<file path="src/udw_pkg.sv">
package udw_pkg;
  localparam int unsigned CLK_HZ          = 20000000;
  localparam int unsigned WIPER_W         = 6;
  localparam int unsigned TAPS            = 64;
  localparam logic [5:0]  WIPER_MIN       = 6'h00;
  localparam logic [5:0]  WIPER_MAX       = 6'h3F;
  localparam logic [5:0]  WIPER_DEFAULT   = 6'h1F;
  // Pin timing, in ns; cycle counts round up
  localparam int unsigned T_SETUP_NS      = 500;
  localparam int unsigned T_HALF_NS       = 500;
  localparam int unsigned T_SETUP_CYC     = (T_SETUP_NS * (CLK_HZ / 1000000) + 999) / 1000;
  localparam int unsigned T_HALF_CYC      = (T_HALF_NS * (CLK_HZ / 1000000) + 999) / 1000;
  localparam int unsigned CNT_W           = 8;

  typedef enum logic [1:0] {
    UDW_SEL_LOW  = 2'h0,
    UDW_SEL_HIGH = 2'h1,
    UDW_SEL_HV   = 2'h2
  } udw_sel_t;

  function automatic logic [5:0] udw_step(input logic [5:0] w, input logic up);
    if (up) begin
      udw_step = (w == WIPER_MAX) ? w : w + 6'h01;
    end else begin
      udw_step = (w == WIPER_MIN) ? w : w - 6'h01;
    end
  endfunction : udw_step
endpackage : udw_pkg

</file>
<file path="src/udw_tick_if.sv">
interface udw_tick_if;
  logic tick;
  logic clear;
  modport src (output tick, input clear);
  modport dst (input tick, output clear);
endinterface : udw_tick_if
</file>
<file path="src/udw_host.sv">
module udw_host
  import udw_pkg::*;
(
  input  wire logic               ref_clk_i,
  input  wire logic               resetn_i,
  input  wire logic               cmd_valid_i,
  output logic                    cmd_ready_o,
  input  wire logic               cmd_up_i,
  input  wire logic               cmd_hv_i,
  input  wire logic               cmd_end_high_i,
  input  wire logic [WIPER_W-1:0] cmd_steps_i,
  input  wire logic               supply_ok_i,
  output logic                    sel_low_o,
  output logic                    sel_elevated_level_o,
  output logic                    updown_o,
  output logic [WIPER_W-1:0]      wiper_model_o,
  output logic                    done_o
);
  typedef enum logic [5:0] {
    ST_IDLE  = 6'b000001,
    ST_SETUP = 6'b000010,
    ST_SEL   = 6'b000100,
    ST_RISE  = 6'b001000,
    ST_FALL  = 6'b010000,
    ST_END   = 6'b100000
  } udw_state_t;

  typedef struct packed {
    udw_state_t         state;
    logic [2:0]         sup_sync;
    logic               sup_ok;
    logic               up;
    logic               hv;
    logic               end_high;
    logic [WIPER_W-1:0] steps;
    logic [WIPER_W-1:0] wiper;
    udw_sel_t           sel;
    logic               ud;
    logic               done;
  } udw_host_st_t;

  udw_host_st_t st_reg;
  udw_host_st_t st_next;
  udw_tick_if   tk ();

  // Level left on up/down when a frame closes with no steps to go.
  // Raising it while selected would be one more step, so only a high
  // line that is already high may stay high.
  function automatic logic udw_close_level(input logic cur, input logic want_high);
    udw_close_level = cur & want_high;
  endfunction : udw_close_level

  // True once the step counter has run out
  function automatic logic udw_last(input logic [WIPER_W-1:0] n);
    udw_last = (n == '0);
  endfunction : udw_last

  udw_tick u_tick (
    .ref_clk_i (ref_clk_i),
    .resetn_i  (resetn_i),
    .tk        (tk.src)
  );

  assign tk.clear = (st_reg.state == ST_IDLE);

  always_comb begin
    st_next = st_reg;
    st_next.done = 1'b0;
    st_next.sup_sync = {st_reg.sup_sync[1:0], supply_ok_i};
    if (st_reg.sup_sync[2] == st_reg.sup_sync[1]) begin
      st_next.sup_ok = st_reg.sup_sync[2];
    end
    // Supply recovery reloads the model of the device wiper
    if (st_next.sup_ok && !st_reg.sup_ok) begin
      st_next.wiper = WIPER_DEFAULT;
    end
    unique case (st_reg.state)
      ST_IDLE: begin
        st_next.sel = UDW_SEL_HIGH;
        if (cmd_valid_i && st_reg.sup_ok) begin
          st_next.up = cmd_up_i;
          st_next.hv = cmd_hv_i;
          st_next.end_high = cmd_end_high_i;
          st_next.steps = cmd_steps_i;
          st_next.ud = cmd_up_i;
          st_next.state = ST_SETUP;
        end
      end
      ST_SETUP: begin
        if (tk.tick) begin
          // Leave select high only after direction has settled
          st_next.sel = st_reg.hv ? UDW_SEL_HV : UDW_SEL_LOW;
          st_next.state = ST_SEL;
        end
      end
      ST_SEL: begin
        if (tk.tick) begin
          if (udw_last(st_reg.steps)) begin
            st_next.ud = udw_close_level(st_reg.ud, st_reg.end_high);
            st_next.state = ST_END;
          end else begin
            // Low phase ahead of the first counted rising edge
            st_next.ud = 1'b0;
            st_next.state = ST_RISE;
          end
        end
      end
      ST_RISE: begin
        if (tk.tick) begin
          st_next.ud = 1'b1;
          st_next.wiper = udw_step(st_reg.wiper, st_reg.up);
          st_next.steps = st_reg.steps - WIPER_W'(1);
          st_next.state = ST_FALL;
        end
      end
      ST_FALL: begin
        if (tk.tick) begin
          if (udw_last(st_reg.steps)) begin
            // Line is high after the last step; keep it if asked to end high
            st_next.ud = udw_close_level(st_reg.ud, st_reg.end_high);
            st_next.state = ST_END;
          end else begin
            st_next.ud = 1'b0;
            st_next.state = ST_RISE;
          end
        end
      end
      ST_END: begin
        if (tk.tick) begin
          // Only a falling edge is harmless while selected; never raise here
          if (st_reg.ud && !st_reg.end_high) begin
            st_next.ud = 1'b0;
          end else begin
            st_next.sel = UDW_SEL_HIGH;
            st_next.done = 1'b1;
            st_next.state = ST_IDLE;
          end
        end
      end
    endcase
    // Abort to an idle bus if supply drops mid-command
    if (!st_reg.sup_ok) begin
      st_next.sel = UDW_SEL_HIGH;
      st_next.ud = 1'b0;
      st_next.state = ST_IDLE;
    end
  end

  always_ff @(posedge ref_clk_i) begin
    if (!resetn_i) begin
      st_reg.state <= ST_IDLE;
      st_reg.sup_sync <= 3'h0;
      st_reg.sup_ok <= 1'b0;
      st_reg.up <= 1'b0;
      st_reg.hv <= 1'b0;
      st_reg.end_high <= 1'b0;
      st_reg.steps <= 6'h00;
      st_reg.wiper <= WIPER_DEFAULT;
      st_reg.sel <= UDW_SEL_HIGH;
      st_reg.ud <= 1'b0;
      st_reg.done <= 1'b0;
    end else begin
      st_reg <= st_next;
    end
  end

  // Wiper is a host-side model only; the device gives no readback
  assign wiper_model_o = st_reg.wiper;
  assign cmd_ready_o = (st_reg.state == ST_IDLE) && st_reg.sup_ok;
  assign sel_low_o = (st_reg.sel == UDW_SEL_LOW);
  assign sel_elevated_level_o = (st_reg.sel == UDW_SEL_HV);
  assign updown_o = st_reg.ud;
  assign done_o = st_reg.done;
endmodule : udw_host

</file>
<file path="src/udw_tick.sv">
module udw_tick
  import udw_pkg::*;
(
  input  wire logic ref_clk_i,
  input  wire logic resetn_i,
  udw_tick_if.src   tk
);
  typedef struct packed {
    logic [CNT_W-1:0] cnt;
    logic             tick;
  } udw_tick_st_t;

  udw_tick_st_t st_reg;
  udw_tick_st_t st_next;

  always_comb begin
    st_next = st_reg;
    st_next.tick = 1'b0;
    if (tk.clear) begin
      st_next.cnt = '0;
    end else if (st_reg.cnt == CNT_W'(T_HALF_CYC - 1)) begin
      st_next.cnt = '0;
      st_next.tick = 1'b1;
    end else begin
      st_next.cnt = st_reg.cnt + CNT_W'(1);
    end
  end

  always_ff @(posedge ref_clk_i) begin
    if (!resetn_i) begin
      st_reg <= '0;
    end else begin
      st_reg <= st_next;
    end
  end

  assign tk.tick = st_reg.tick;
endmodule : udw_tick

</file>
<file path="config.mk">
export PLATFORM = sky130hd
export DESIGN_NAME = udw_host
export DESIGN_NICKNAME = d
export VERILOG_FILES = /design/src/udw_pkg.sv /design/src/udw_tick_if.sv /design/src/udw_host.sv /design/src/udw_tick.sv
export SDC_FILE = /design/constraint.sdc
export NUM_CORES = 1
export LEC_CHECK = 0
export ABC_AREA = 1
export BUFFER_PORTS_ARGS = -buffer_cell sky130_fd_sc_hd__buf_2
export CAP_MARGIN = 20
export CELL_PAD_IN_SITES_DETAIL_PLACEMENT = 1
export CELL_PAD_IN_SITES_GLOBAL_PLACEMENT = 1
export CORE_MARGIN = 2
export CORE_UTILIZATION = 41
export DETAILED_ROUTE_END_ITERATION = 6
export PLACE_DENSITY = 0.76
export SETUP_SLACK_MARGIN = 0.2
export SYNTH_ARGS = -nofsm -noshare
export SYNTH_HDL_FRONTEND = slang
export SYNTH_SLANG_ARGS = --single-unit
</file>
<file path="constraint.sdc">
create_clock -name ref_clk_i -period 1.85 [get_ports ref_clk_i]
set_clock_uncertainty 0.2 [all_clocks]
set_input_delay 0.185 -clock ref_clk_i [delete_from_list [all_inputs] [get_ports ref_clk_i]]
set_output_delay 0.185 -clock ref_clk_i [all_outputs]
set_load 0.05 [all_outputs]
</file>
## Yosys cells after proc, flatten, opt, wreduce, memory -nomap -nowiden

Cells that the tools add are included.

| word-level totals | value |
|---|---|
| bits in registers | 38 |

| cells by class | value |
|---|---|
| eq/ne operators | 19 |
| $add $sub $neg | 4 |
| muxes and demuxes | 30 |
| reductions and logical operators | 23 |
| bitwise operators | 2 |

Operator list:

| operator | number |
|---|---|
| two-way mux 6 bit | 13 |
| case mux 6 bit (5 select lines) | 1 |
| == test 6 bit, second input constant | 2 |
| logical NOT 6 bit | 2 |
| two-way mux 12 bit | 1 |
| case mux 6 bit (2 select lines) | 1 |
| AND reduction 6 bit | 2 |
| subtractor 6 x 1 -> 6 bit, second input constant | 2 |
| inequality test 2 x 1 -> 1 bit, second input constant | 5 |
| adder 8 x 1 -> 8 bit, second input constant | 1 |
| == test 8 x 4 -> 1 bit, second input constant | 1 |
| two-way mux 1 bit | 8 |
| inequality test 4 bit, second input constant | 2 |
| adder 6 x 1 -> 6 bit, second input constant | 1 |
| == test 6 x 1 -> 1 bit, second input constant | 1 |
| == test 6 x 2 -> 1 bit, second input constant | 1 |
| == test 6 x 3 -> 1 bit, second input constant | 1 |
| == test 6 x 4 -> 1 bit, second input constant | 1 |
| == test 6 x 5 -> 1 bit, second input constant | 1 |
| two-way mux 2 bit | 3 |
| case mux 2 bit (3 select lines) | 1 |
| AND reduction 2 bit | 3 |
| AND reduction 3 bit | 2 |
| logical AND 1 bit | 4 |
| other kinds (15) | 18 |

## Depth between registers and ports, before layout

Gate-level depths: netlist of the first run.

| logic depth | value |
|---|---|
| word-level depth | 6 |
| depth in mapped cells | 12 |
| gate-level depth less buffers | 11 |

## Modules after synthesis

From an unflattened synthesis of the first run, not the netlist that was laid out.

| second synthesis, totals | value |
|---|---|
| cell total of the unflattened synthesis | 331 |
| area total of the unflattened synthesis | 2220.9 sq um |

Modules (own cells, without submodules):

| module | instances | cells an instance | area each (sq um) |
|---|---|---|---|
| udw_host | 1 | 272 | 1778.0 |
| udw_tick | 1 | 59 | 442.9 |

## Worst setup path after synthesis of the first run

Ideal clock, no wire load.

| timing | value |
|---|---|
| path type | flip-flop to flip-flop |
| start | register st_reg (netlist bit updown_o) |
| end | register st_reg[28] (netlist name) |
| setup time | 0.117 ns |
| cell stages (with the launch flop) | 10 |
| clock period less this slack | 1.753 ns |
| data arrival time | 1.436 ns |
| setup slack | 0.097 ns |
| required time | 1.533 ns |
| cell sequence | dfxtp_1 inv_1 nor2_1 inv_1 o21ai_2 nand2_2 nand2_2 nand2_1 nand2_1 nor2_1 |

| between the ends | value |
|---|---|
| word-level cells in the longest chain between the ends | 3 |

Ends and longest elaborated chain:

| item | line | source |
|---|---|---|
| start: declaration | udw_host.sv:42 | `udw_host_st_t st_reg;` |
| start signal: assignment | udw_host.sv:163 | `st_reg <= st_next;` |
| logical AND 1 bit | udw_host.sv:131 | `if (st_reg.ud && !st_reg.end_high) begin` |
| inequality test 2 bit (no line) | -- |  |
| AND reduction 6 bit (no line) | -- |  |

No other way between the ends.
A chain may end at the register's enable or synchronous reset.

## Final worst setup path of the first run

| timing | value |
|---|---|
| start | register st_reg[27] (netlist name) |
| end | register st_reg[28] (netlist name) |

| between the ends | value |
|---|---|
| word-level cells in the longest chain between the ends | 4 |

Ends and longest elaborated chain:

| item | line | source |
|---|---|---|
| == test 6 x 5 -> 1 bit / == test 6 x 3 -> 1 bit (equally long branches) | udw_host.sv:77 | `unique case (st_reg.state)` |
| OR reduction 2 bit (no line) | -- |  |
| inequality test 2 x 1 -> 1 bit (no line) | -- |  |
| AND reduction 6 bit (no line) | -- |  |

Parallel ways exist; a longest one is shown, timed or not.

==> flow_summary.json, run 1 <==
{
  "syn_inst": 308,
  "synth_most_common_cell": "nand2_1",
  "p_per_area_nw_per_um2": 617,
  "cp_top_family": "simple AND/OR/NAND/NOR gates",
  "slowest_delay_ps": 380,
  "path_buf_inv": 2,
  "r2r_cells": 11,
  "critPathArrivalTime_ps": 1760,
  "cts-root-buf": "clkbuf_8",
  "dp_cells": 401,
  "clkPwrFrac_pct": 51.0,
  "ys_warn_count": 0,
  "cts_tree": "done",
  "synth-seq-cells": 38,
  "critPathKind": "register to register",
  "drive_gt1_share_pct": 34.5,
  "cts_buffers": 5,
  "worstReg2RegEnd": "st_reg[28]",
  "ys_seq_area_share_pct": 35.6,
  "min_to": "wiper_model_o[5]",
  "comb_power_share_pct": 2.9,
  "fin_crit_sh_pct": 95.8,
  "fmax_mhz": 564,
  "rsz0062_at_grt": "yes",
  "clock_latency_ps": 300,
  "synthMuxAreaShare_pct": 0,
  "hold_viol_final": 0,
  "die_w_um": 76.2,
  "hold_path.class": "primary input to register",
  "nets": 377,
  "largest_register_ffs": 19,
  "r2r-start": "st_reg[27]",
  "wl_per_cell_um": 15.5,
  "cts.sinks": 38,
  "synth-xor-area-share_pct": 3.28,
  "drc": 0,
  "synthFlopType": "dfxtp_1",
  "synth_fa_ha_area_share_pct": 5.04,
  "dp_hpwl_um": 4280,
  "rows": 26,
  "cp_max_fo": 7,
  "num_vias": 2214,
  "grt_start_max_net_pins": 13,
  "hold_start": "resetn_i",
  "synth.largest_area_cell": "dfxtp_1",
  "clkTransAtPathRegs_ps": 80,
  "core-area_um2": 5070,
  "die_area_um2": 5800,
  "antennaDiodeCount": 0,
  "slew_headroom_pct": 75.8,
  "layout_min_cycle_time_ps": 1770,
  "drtIter0Drc": 137,
  "drv_cap": 0,
  "die_y_um": 76.2,
  "dr.pass1.iters": 4,
  "htree_levels": 2,
  "grt_usage_pct": 21.9,
  "avgSynthCellArea_um2": 6.93,
  "synth.net_count": 329,
  "post-place-ws_ps": 96.6,
  "internal-power_uw": 1410,
  "antenna_found_initial": 0,
  "fin_area_um2": 2860,
  "grt_pass1_wl_um": 10400,
  "drv_slew": 0,
  "overflow": 0,
  "setup_slack_ps": 78.1,
  "crit_path_cell_trace": "inv_4, nand2_2, nor2_2, nand2_2, buf_6, nor2_1, nor2_4, nand2_4, nand2_1, nand2_1, nor2_1",
  "ios": 24,
  "synth_top_area_share_pct": 35.6,
  "hold_ws_ps": 41.4,
  "cpMaxStageDelayCell": "dfxtp_4",
  "r2r_slack_ps": 80,
  "synth_commonest_cells": "nand2_1 (63), nor2_1 (42), dfxtp_1 (38)",
  "finalSetupViolCount": 0,
  "p_leak_uw": 0.00121,
  "place.port_buffers": 23,
  "synthesis.area_um2": 2130,
  "final_cells": 427,
  "synth-simple-area-share_pct": 35.2,
  "routed_wl_um": 6600,
  "async_flop_share_pct": 0,
  "ant_nets": 0,
  "synth_area_leaders": "dfxtp_1 (36%), nand2_1 (11%), nor2_1 (7.4%)",
  "p_sw_share_pct": 20.0,
  "cts_buffer_depth": 2,
  "place.gp.congestion": 0.756,
  "worst_pin_slew_ps": 360,
  "syn_to_final_growth_pct": 34.1,
  "switching_power_uw": 352,
  "vdd_drop_max_v": 0.000363,
  "worst_ep_required_time_ps": 1840,
  "synth.distinct_cells": 30,
  "pwr-share-seq_pct": 46.2,
  "status": "complete, no violations",
  "synth-compound-area-share_pct": 10.8,
  "first_global_vias": 2286,
  "cp-start-kind": "register",
  "via_per_inst": 5.19,
  "synth_top_family_by_area": "simple AND/OR/NAND/NOR gates",
  "placed_area_um2": 2350,
  "initial_core_util_pct": 42.1,
  "synth_edf_count": 0,
  "whs_path_depth": 3,
  "endpoint_kind": "register"
}
==> area by class of cell <==
type | instances | area [um2]
inverters | 41 | 176
flip-flops and latches | 38 | 788
repair buffers | 49 | 347
fillers | 656 | 2210
multi-input cells | 221 | 1320
well taps | 70 | 87.6
clock buffers | 6 | 82.6
clock inverters | 2 | 60.1
==> how the worst max path moves through the flow <==
stage,endpoint,slack (ps),from,cells past startpoint
after floorplan,wiper_model_o[2],230,wiper_model_o[0],4
after global placement,wiper_model_o[4],110,wiper_model_o[0],6
after detailed placement,wiper_model_o[3],100,st_reg[18],9
after CTS,cmd_ready_o,130,st_reg[23],6
after global routing,st_reg[14],-50,st_reg[27],9
final,st_reg[28],80,st_reg[27],11
==> layout by cell type, fill, tap and decap left out, types with 4 or more instances in the layout <==
cell type / instances
xor2_1: 6
inv_4: 7
buf_2: 22
inv_1: 30
nand2_4: 5
nand2_1: 58
nand2_2: 11
a21oi_2: 5
buf_4: 17
o21ai_1: 8
dfxtp_2: 7
o21ai_0: 8
nor3_1: 6
dfxtp_1: 26
ha_1: 4
clkbuf_8: 6
nor2_4: 8
dfxtp_4: 5
nand3_1: 19
a21oi_1: 13
buf_6: 7
nor2_1: 37
nor2_2: 4
nand4_1: 6
==> worst reg2reg max path: stages (launching register included) <==
cell and delay, ps:
dfxtp_4 380, inv_4 70, nand2_2 60, nor2_2 120, nand2_2 120, buf_6 150
nor2_1 180, nor2_4 110, nand2_4 100, nand2_1 70, nand2_1 70, nor2_1 50
==> power by group through the flow <==
stage / Clock (uW) / Sequential, uW / Combinational [uW]
after floorplan: 0 / 841 / 18.0
after global placement: 0 / 841 / 41.6
after detailed placement: 0 / 841 / 41.7
after CTS: 907 / 816 / 47.5
after global routing: 945 / 815 / 56.5
final: 899 / 815 / 50.5
==> metrics by stage <==
step                TNS, ps  power (uW)  utilization (%)
CTS                       0        1770             53.3
global route           -195        1820             56.4
floorplan                 0         859                -
detailed placement        0         883             46.4
finish                    0        1760             56.4
global placement          0         883             46.4
==> per-layer routing <==
layer | track usage, % | share of wire, % | vias to the layer above
met3 | 3.20 | 3.0 | 13
met4 | 8.55 | 2.2 | 0
met5 | 0 | 0 | -
met1 | 27.4 | 45 | 1066
met2 | 38.2 | 50 | 47
li1 | - | - | 1088
==> cells by family (layout without fill, tap and decap cells) <==
kind of cell,Yosys count,count (layout)
AOI/OAI and AO/OA,43,43
DFF,38,38
and+or+nand+nor,162,162
buffers and inverters,49,98
adders and majority gates,8,8
xor gates and xnor gates,8,8
==> repair_timing <==
item / 4_1_cts / 5_1_grt
resized for setup: 37 / 36
endpoints found under the setup margin: 15 / 31
hold buffers: 3 / 0
endpoints found under the hold margin: 3 / 0
setup buffers: 11 / 4
pin swaps: 11 / 12
No activity file was read; power rests on OpenSTA's default activity.
==> run 2, diff against run 1 <==
--- a/config.mk
+++ b/config.mk
@@ -15,6 +15,8 @@
 export DETAILED_ROUTE_END_ITERATION = 6
 export PLACE_DENSITY = 0.76
 export SETUP_SLACK_MARGIN = 0.2
+export SKIP_LAST_GASP = 1
 export SYNTH_ARGS = -nofsm -noshare
 export SYNTH_HDL_FRONTEND = slang
+export SYNTH_HIERARCHICAL = 1
 export SYNTH_SLANG_ARGS = --single-unit
==> run 2 against run 1 <==
Against the previous run:
- routed wire length is 4.6% lower
- register-to-register slack better by 60 ps
- die area is 3.8% higher
- utilization is 0.27 points higher
- area after synthesis is 4.0% higher
- worst setup slack better by 62 ps
- via count is 1.3% higher
- count of clock-buffer cells in the layout is 1 higher
- clock power is 33% lower
- critical path type unchanged
- largest cell class unchanged
- largest power group is now sequential cells
- highest routed layer unchanged
==> flow_summary.json, run 2 <==
{
  "endpoint_kind": "register",
  "synth.net_count": 352,
  "drc": 0,
  "first_global_vias": 2269,
  "dp_hpwl_um": 4290,
  "nets": 395,
  "setup_tns_ps": 0,
  "cts.sinks": 38,
  "worst_pin_slew_ps": 414,
  "met2_usage_pct": 38.3,
  "largest_register_ffs": 19,
  "grt_pass1_wl_um": 10500,
  "ant_nets": 0,
  "drv_cap": 0,
  "final_common_cell": "nand2_1",
  "critPathKind": "register to register",
  "status": "complete, no violations",
  "antennaDiodeCount": 0,
  "dr.pass1.iters": 4,
  "hold_path.class": "primary input to register",
  "syn_inst": 331,
  "synth-seq-cells": 38,
  "layout_min_cycle_time_ps": 1710,
  "drv_slew": 0,
  "hold_viol_final": 0,
  "die_area_um2": 6020,
  "synth.distinct_cells": 34,
  "cp-start-kind": "register",
  "grt_usage_pct": 21.5,
  "finalSetupViolCount": 0,
  "ys_warn_count": 6,
  "cts_tree": "done",
  "wl_per_cell_um": 14.2,
  "synthFlopType": "dfxtp_1",
  "routed_wl_um": 6300,
  "syn_to_final_growth_pct": 31.9,
  "synth_most_common_cell": "nand2_1",
  "drtIter0Drc": 76,
  "async_flop_share_pct": 0,
  "fin_crit_sh_pct": 92.4,
  "synth_top_area_share_pct": 34.3,
  "rows": 26,
  "cp_max_fo": 8,
  "cts-root-buf": "clkbuf_8",
  "grt.busiest_layer": "met2",
  "synth.largest_area_cell": "dfxtp_1",
  "htree_levels": 2,
  "num_vias": 2242,
  "die_y_um": 77.6,
  "place.port_buffers": 23,
  "place.gp.congestion": 0.830,
  "antenna_found_initial": 0,
  "p_per_area_nw_per_um2": 502,
  "critPathArrivalTime_ps": 1710,
  "avgSynthCellArea_um2": 6.71,
  "initial_core_util_pct": 42.9,
  "fmax_mhz": 585,
  "rsz0062_at_grt": "yes",
  "core-area_um2": 5170,
  "grt_util_met1_pct": 26.0,
  "vdd_drop_max_v": 0.000280,
  "grt_start_max_net_pins": 22,
  "ios": 24,
  "gr-usage-met3_pct": 4.07,
  "overflow": 0,
  "p_leak_uw": 0.00130,
  "setup_slack_ps": 140,
  "cts_buffer_depth": 2,
  "cts_buffers": 5,
  "post-place-ws_ps": 60.8,
  "synthesis.area_um2": 2220,
  "clkTransAtPathRegs_ps": 80,
  "slew_headroom_pct": 72.4,
  "clock_latency_ps": 290,
  "drive_gt1_share_pct": 32.8,
  "placed_area_um2": 2450,
  "ys_seq_area_share_pct": 34.3,
  "worst_ep_required_time_ps": 1850,
  "via_per_inst": 5.04,
  "die_w_um": 77.6,
  "final_cell_mix": "nand2_1 (59), nor2_1 (45), inv_1 (40), dfxtp_1 (28), buf_2 (22)",
  "synth_area_leaders": "dfxtp_1 (34%), nand2_1 (12%), nor2_1 (8.5%)",
  "power_uw": 1470,
  "fin_area_um2": 2930,
  "synth_commonest_cells": "nand2_1 (71), nor2_1 (50), inv_1 (43)",
  "synth_edf_count": 0
}
-- run 2: cells by family after synthesis --
logic type,Yosys count,synth area share [%]
AOI/OAI and AO/OA,47,11.9
xor gates and xnor gates,9,3.55
adders and majority gates,8,4.84
buffers and inverters,57,11.0
DFF,38,34.3
and+or+nand+nor,172,34.4
-- run 2: stage by stage --
| stage | std cells | utilization (%) | hold slack (ps) |
|---|---|---|---|
| floorplan | 331 | - | 82.6 |
| global placement | 420 | 47.3 | 167 |
| detailed placement | 420 | 47.3 | 188 |
| CTS | 440 | 53.7 | 8.14 |
| global route | 445 | 56.7 | 43.7 |
| finish | 445 | 56.7 | 31.9 |
-- run 2: power by group --
part	internal, uW	switching, uW	total (uW)
Clock	301	301	602
Sequential	816	1.91	818
Combinational	24.6	27.6	52.2
Total	1140	330	1470
-- run 2: timing repair --
action	in CTS	in global routing
resized for setup	32	50
setup buffers	7	5
hold buffers	5	0
pin swaps	10	15
endpoints found under the setup margin	22	30
gates cloned	0	0
hold endpoints to repair	4	0
-- run 2: final cells by class --
| cell class | instances | area, um2 |
|---|---|---|
| fill | 682 | 2240 |
| multi-input combinational | 236 | 1470 |
| sequential | 38 | 781 |
| timing repair buffer | 45 | 307 |
| inverter | 48 | 195 |
| tap | 70 | 87.6 |
| clock buffer | 7 | 86.3 |
| clock inverter | 1 | 5.00 |
-- run 2: path summary, 6_finish.rpt --
path | startpoint | to | slack, ps | cells after the start
max reg2reg | st_reg[28] | wiper_model_o[4] | 140 | 8
min | cmd_steps_i[1] | st_reg[11] | 30 | 5
min reg2reg | st_next[21] | st_next[22] | 220 | 2
max | st_reg[28] | wiper_model_o[4] | 140 | 8
-- run 2: per-layer routing --
layer  part of all wire (%)  vias to the layer above  routed length [um]
met5                      0                        -                   0
met4                    1.3                        0                  80
met3                    2.4                        9                 152
met2                     51                       29                3210
met1                     45                     1072                2860
li1                       -                     1132                   -
-- run 2: worst max-delay path, stage by stage (launching register included) --
cell and delay [ps]:
dfxtp_4 360, nor2_4 220, nand3_4 160, nor2_4 240, inv_4 100, a21oi_1 140
o21ai_1 80, nand3_1 70, nand2_1 50
==> run 3, diff against run 2 <==
--- a/config.mk
+++ b/config.mk
@@ -7,9 +7,10 @@
 export LEC_CHECK = 0
 export ABC_AREA = 1
 export BUFFER_PORTS_ARGS = -buffer_cell sky130_fd_sc_hd__buf_2
-export CAP_MARGIN = 20
+export CAP_MARGIN = 10
 export CELL_PAD_IN_SITES_DETAIL_PLACEMENT = 1
 export CELL_PAD_IN_SITES_GLOBAL_PLACEMENT = 1
+export CORE_ASPECT_RATIO = 0.75
 export CORE_MARGIN = 2
 export CORE_UTILIZATION = 41
 export DETAILED_ROUTE_END_ITERATION = 6
@@ -18,5 +19,4 @@
 export SKIP_LAST_GASP = 1
 export SYNTH_ARGS = -nofsm -noshare
 export SYNTH_HDL_FRONTEND = slang
-export SYNTH_HIERARCHICAL = 1
 export SYNTH_SLANG_ARGS = --single-unit
==> run 3 against run 2 <==
Against the previous run:
- largest power group unchanged
- critical endpoint unchanged
- final cell count shrank 5.6%
- hold slack is essentially flat
- combinational power grew 4.0%
- first-iteration DRC count grew 93%
- sequential share of layout area grew 0.12 points
- largest cell class unchanged
==> flow_summary.json, run 3 (synthesized netlist as in run 1, its figures left out) <==
{
  "clock_latency_ps": 300,
  "first_global_vias": 2066,
  "hold_viol_final": 0,
  "hold_path.class": "primary input to register",
  "ant_nets": 0,
  "cts_buffer_depth": 2,
  "finalSetupViolCount": 0,
  "clkTransAtPathRegs_ps": 80,
  "clkPwrFrac_pct": 45.5,
  "slew_headroom_pct": 72.8,
  "dr.pass1.iters": 4,
  "routed_wl_um": 7590,
  "htree_levels": 2,
  "worst_pin_slew_ps": 405,
  "via_per_inst": 5.42,
  "fin_crit_sh_pct": 97.8,
  "r2r_cells": 8,
  "layout_min_cycle_time_ps": 1810,
  "die_w_um": 87.3,
  "worstSetupStartpoint": "st_reg[23]",
  "grt_usage_pct": 22.8,
  "cts-root-buf": "clkbuf_8",
  "p_per_area_nw_per_um2": 535,
  "antenna_found_initial": 0,
  "register_area_um2": 795,
  "final_cell_mix": "nand2_1 (53), nor2_1 (35), inv_1 (29), dfxtp_1 (25), buf_2 (22)",
  "final_cells": 420,
  "vdd_drop_max_v": 0.000280,
  "final_util_pct": 59.9,
  "cts.sinks": 38,
  "drc": 0,
  "slowest_delay_ps": 370,
  "fmax_mhz": 553,
  "cts_buffers": 5,
  "die_area_um2": 5810,
  "final_common_cell": "nand2_1",
  "drive_gt1_share_pct": 38.9,
  "critPathKind": "register to register",
  "cpMaxStageDelayCell": "dfxtp_4",
  "dp_hpwl_um": 4290,
  "largest_register_ffs": 19,
  "crit_cells": 8,
  "crit_path_cell_trace": "nor2_4, nand2_2, nor2_4, inv_4, nand2_4, nand2_4, o22ai_1, nand2_1",
  "wl_per_cell_um": 18.1,
  "crit_path_end": "wiper_model_o[4]",
  "ios": 24,
  "cp-start-kind": "register",
  "r2r_slack_ps": 40,
  "hold_start": "cmd_steps_i[4]",
  "antennaDiodeCount": 0,
  "dp_cells": 391,
  "initial_core_util_pct": 43.1,
  "worstReg2RegEnd": "wiper_model_o[4]",
  "fill_cells": 624,
  "rows": 22,
  "endpoint_kind": "register",
  "place.gp.congestion": 0.880,
  "die_y_um": 66.5,
  "r2r-start": "st_reg[23]",
  "grt_start_max_net_pins": 14,
  "cp_max_fo": 7,
  "rsz0062_at_grt": "yes",
  "p_leak_uw": 0.00122,
  "drtIter0Drc": 147,
  "cp_top_family": "simple AND/OR/NAND/NOR gates",
  "drv_cap": 0,
  "grt_pass1_wl_um": 10100,
  "pwr-share-seq_pct": 51.1,
  "overflow": 0,
  "cts_tree": "done",
  "switching_power_uw": 349,
  "internal-power_uw": 1240,
  "path_buf_inv": 1,
  "comb_power_share_pct": 3.4,
  "drv_slew": 0,
  "nets": 380,
  "status": "complete, no violations",
  "num_vias": 2276,
  "worst_ep_required_time_ps": 1830,
  "p_sw_share_pct": 22.0,
  "syn_to_final_growth_pct": 39.1,
  "multi_input_area_um2": 1440,
  "place.port_buffers": 23,
  "core-area_um2": 4950,
  "critPathArrivalTime_ps": 1790
}
## run 3: through the flow
step                setup slack (ps)  power, uW  setup TNS, ps  instance area (um2)  hold slack (ps)
finish                          41.2       1590              0                 2970             31.9
global route                   -21.9       1640          -21.9                 2970             55.3
detailed placement              99.7        883              0                 2340              185
global placement                92.7        882              0                 2340              165
floorplan                        234        859              0                 2150             82.6
CTS                              153       1600              0                 2700             8.10
## run 3: layout make-up
| class | instances | area share [%] |
|---|---|---|
| tap | 60 | 2.53 |
| multi-input combinational | 221 | 48.5 |
| sequential | 38 | 26.8 |
| inverter | 41 | 5.94 |
| timing repair buffer | 52 | 12.4 |
| clock buffer | 5 | 2.32 |
| clock inverter | 3 | 1.52 |
## run 3: routing by layer
metal  up-vias  share of wire (%)  track usage [%]
met5         -                  0                0
met4         0                1.4             6.73
met3        12                6.0             3.97
met2        77                 49             35.8
met1      1093                 44             31.9
li1       1094                  -                -
## run 3: repair_timing
action | 4_1_cts | 5_1_grt
gates cloned | 0 | 0
endpoints found under the setup margin | 17 | 31
setup buffers | 8 | 8
resized for setup | 40 | 63
hold buffers | 5 | 0
hold endpoints to repair | 5 | 0
pin swaps | 8 | 13
## run 3: how the worst min path moves through the flow
stage	endpoint	cells after the start
2_1_floorplan	st_next[21]	2
3_3_place_gp	st_next[21]	3
3_5_place_dp	st_next[21]	3
4_1_cts	st_reg[18]	3
5_1_grt	st_reg[14]	5
6_report	st_reg[14]	5
## run 3: power groups by stage
| stage | sequential [uW] | clock (uW) | combinational [uW] |
|---|---|---|---|
| after CTS | 817 | 736 | 50.6 |
| after floorplan | 841 | 0 | 18.0 |
| after global routing | 812 | 772 | 60.1 |
| after detailed placement | 841 | 0 | 41.4 |
| after global placement | 841 | 0 | 40.9 |
| final | 811 | 721 | 54.3 |
## run 3: worst register-to-register path, stage by stage (launching register included)
cell and delay [ps]:
dfxtp_4 370, nor2_4 210, nand2_2 150, nor2_4 260
inv_4 100, nand2_4 90, nand2_4 70, o22ai_1 160
nand2_1 80
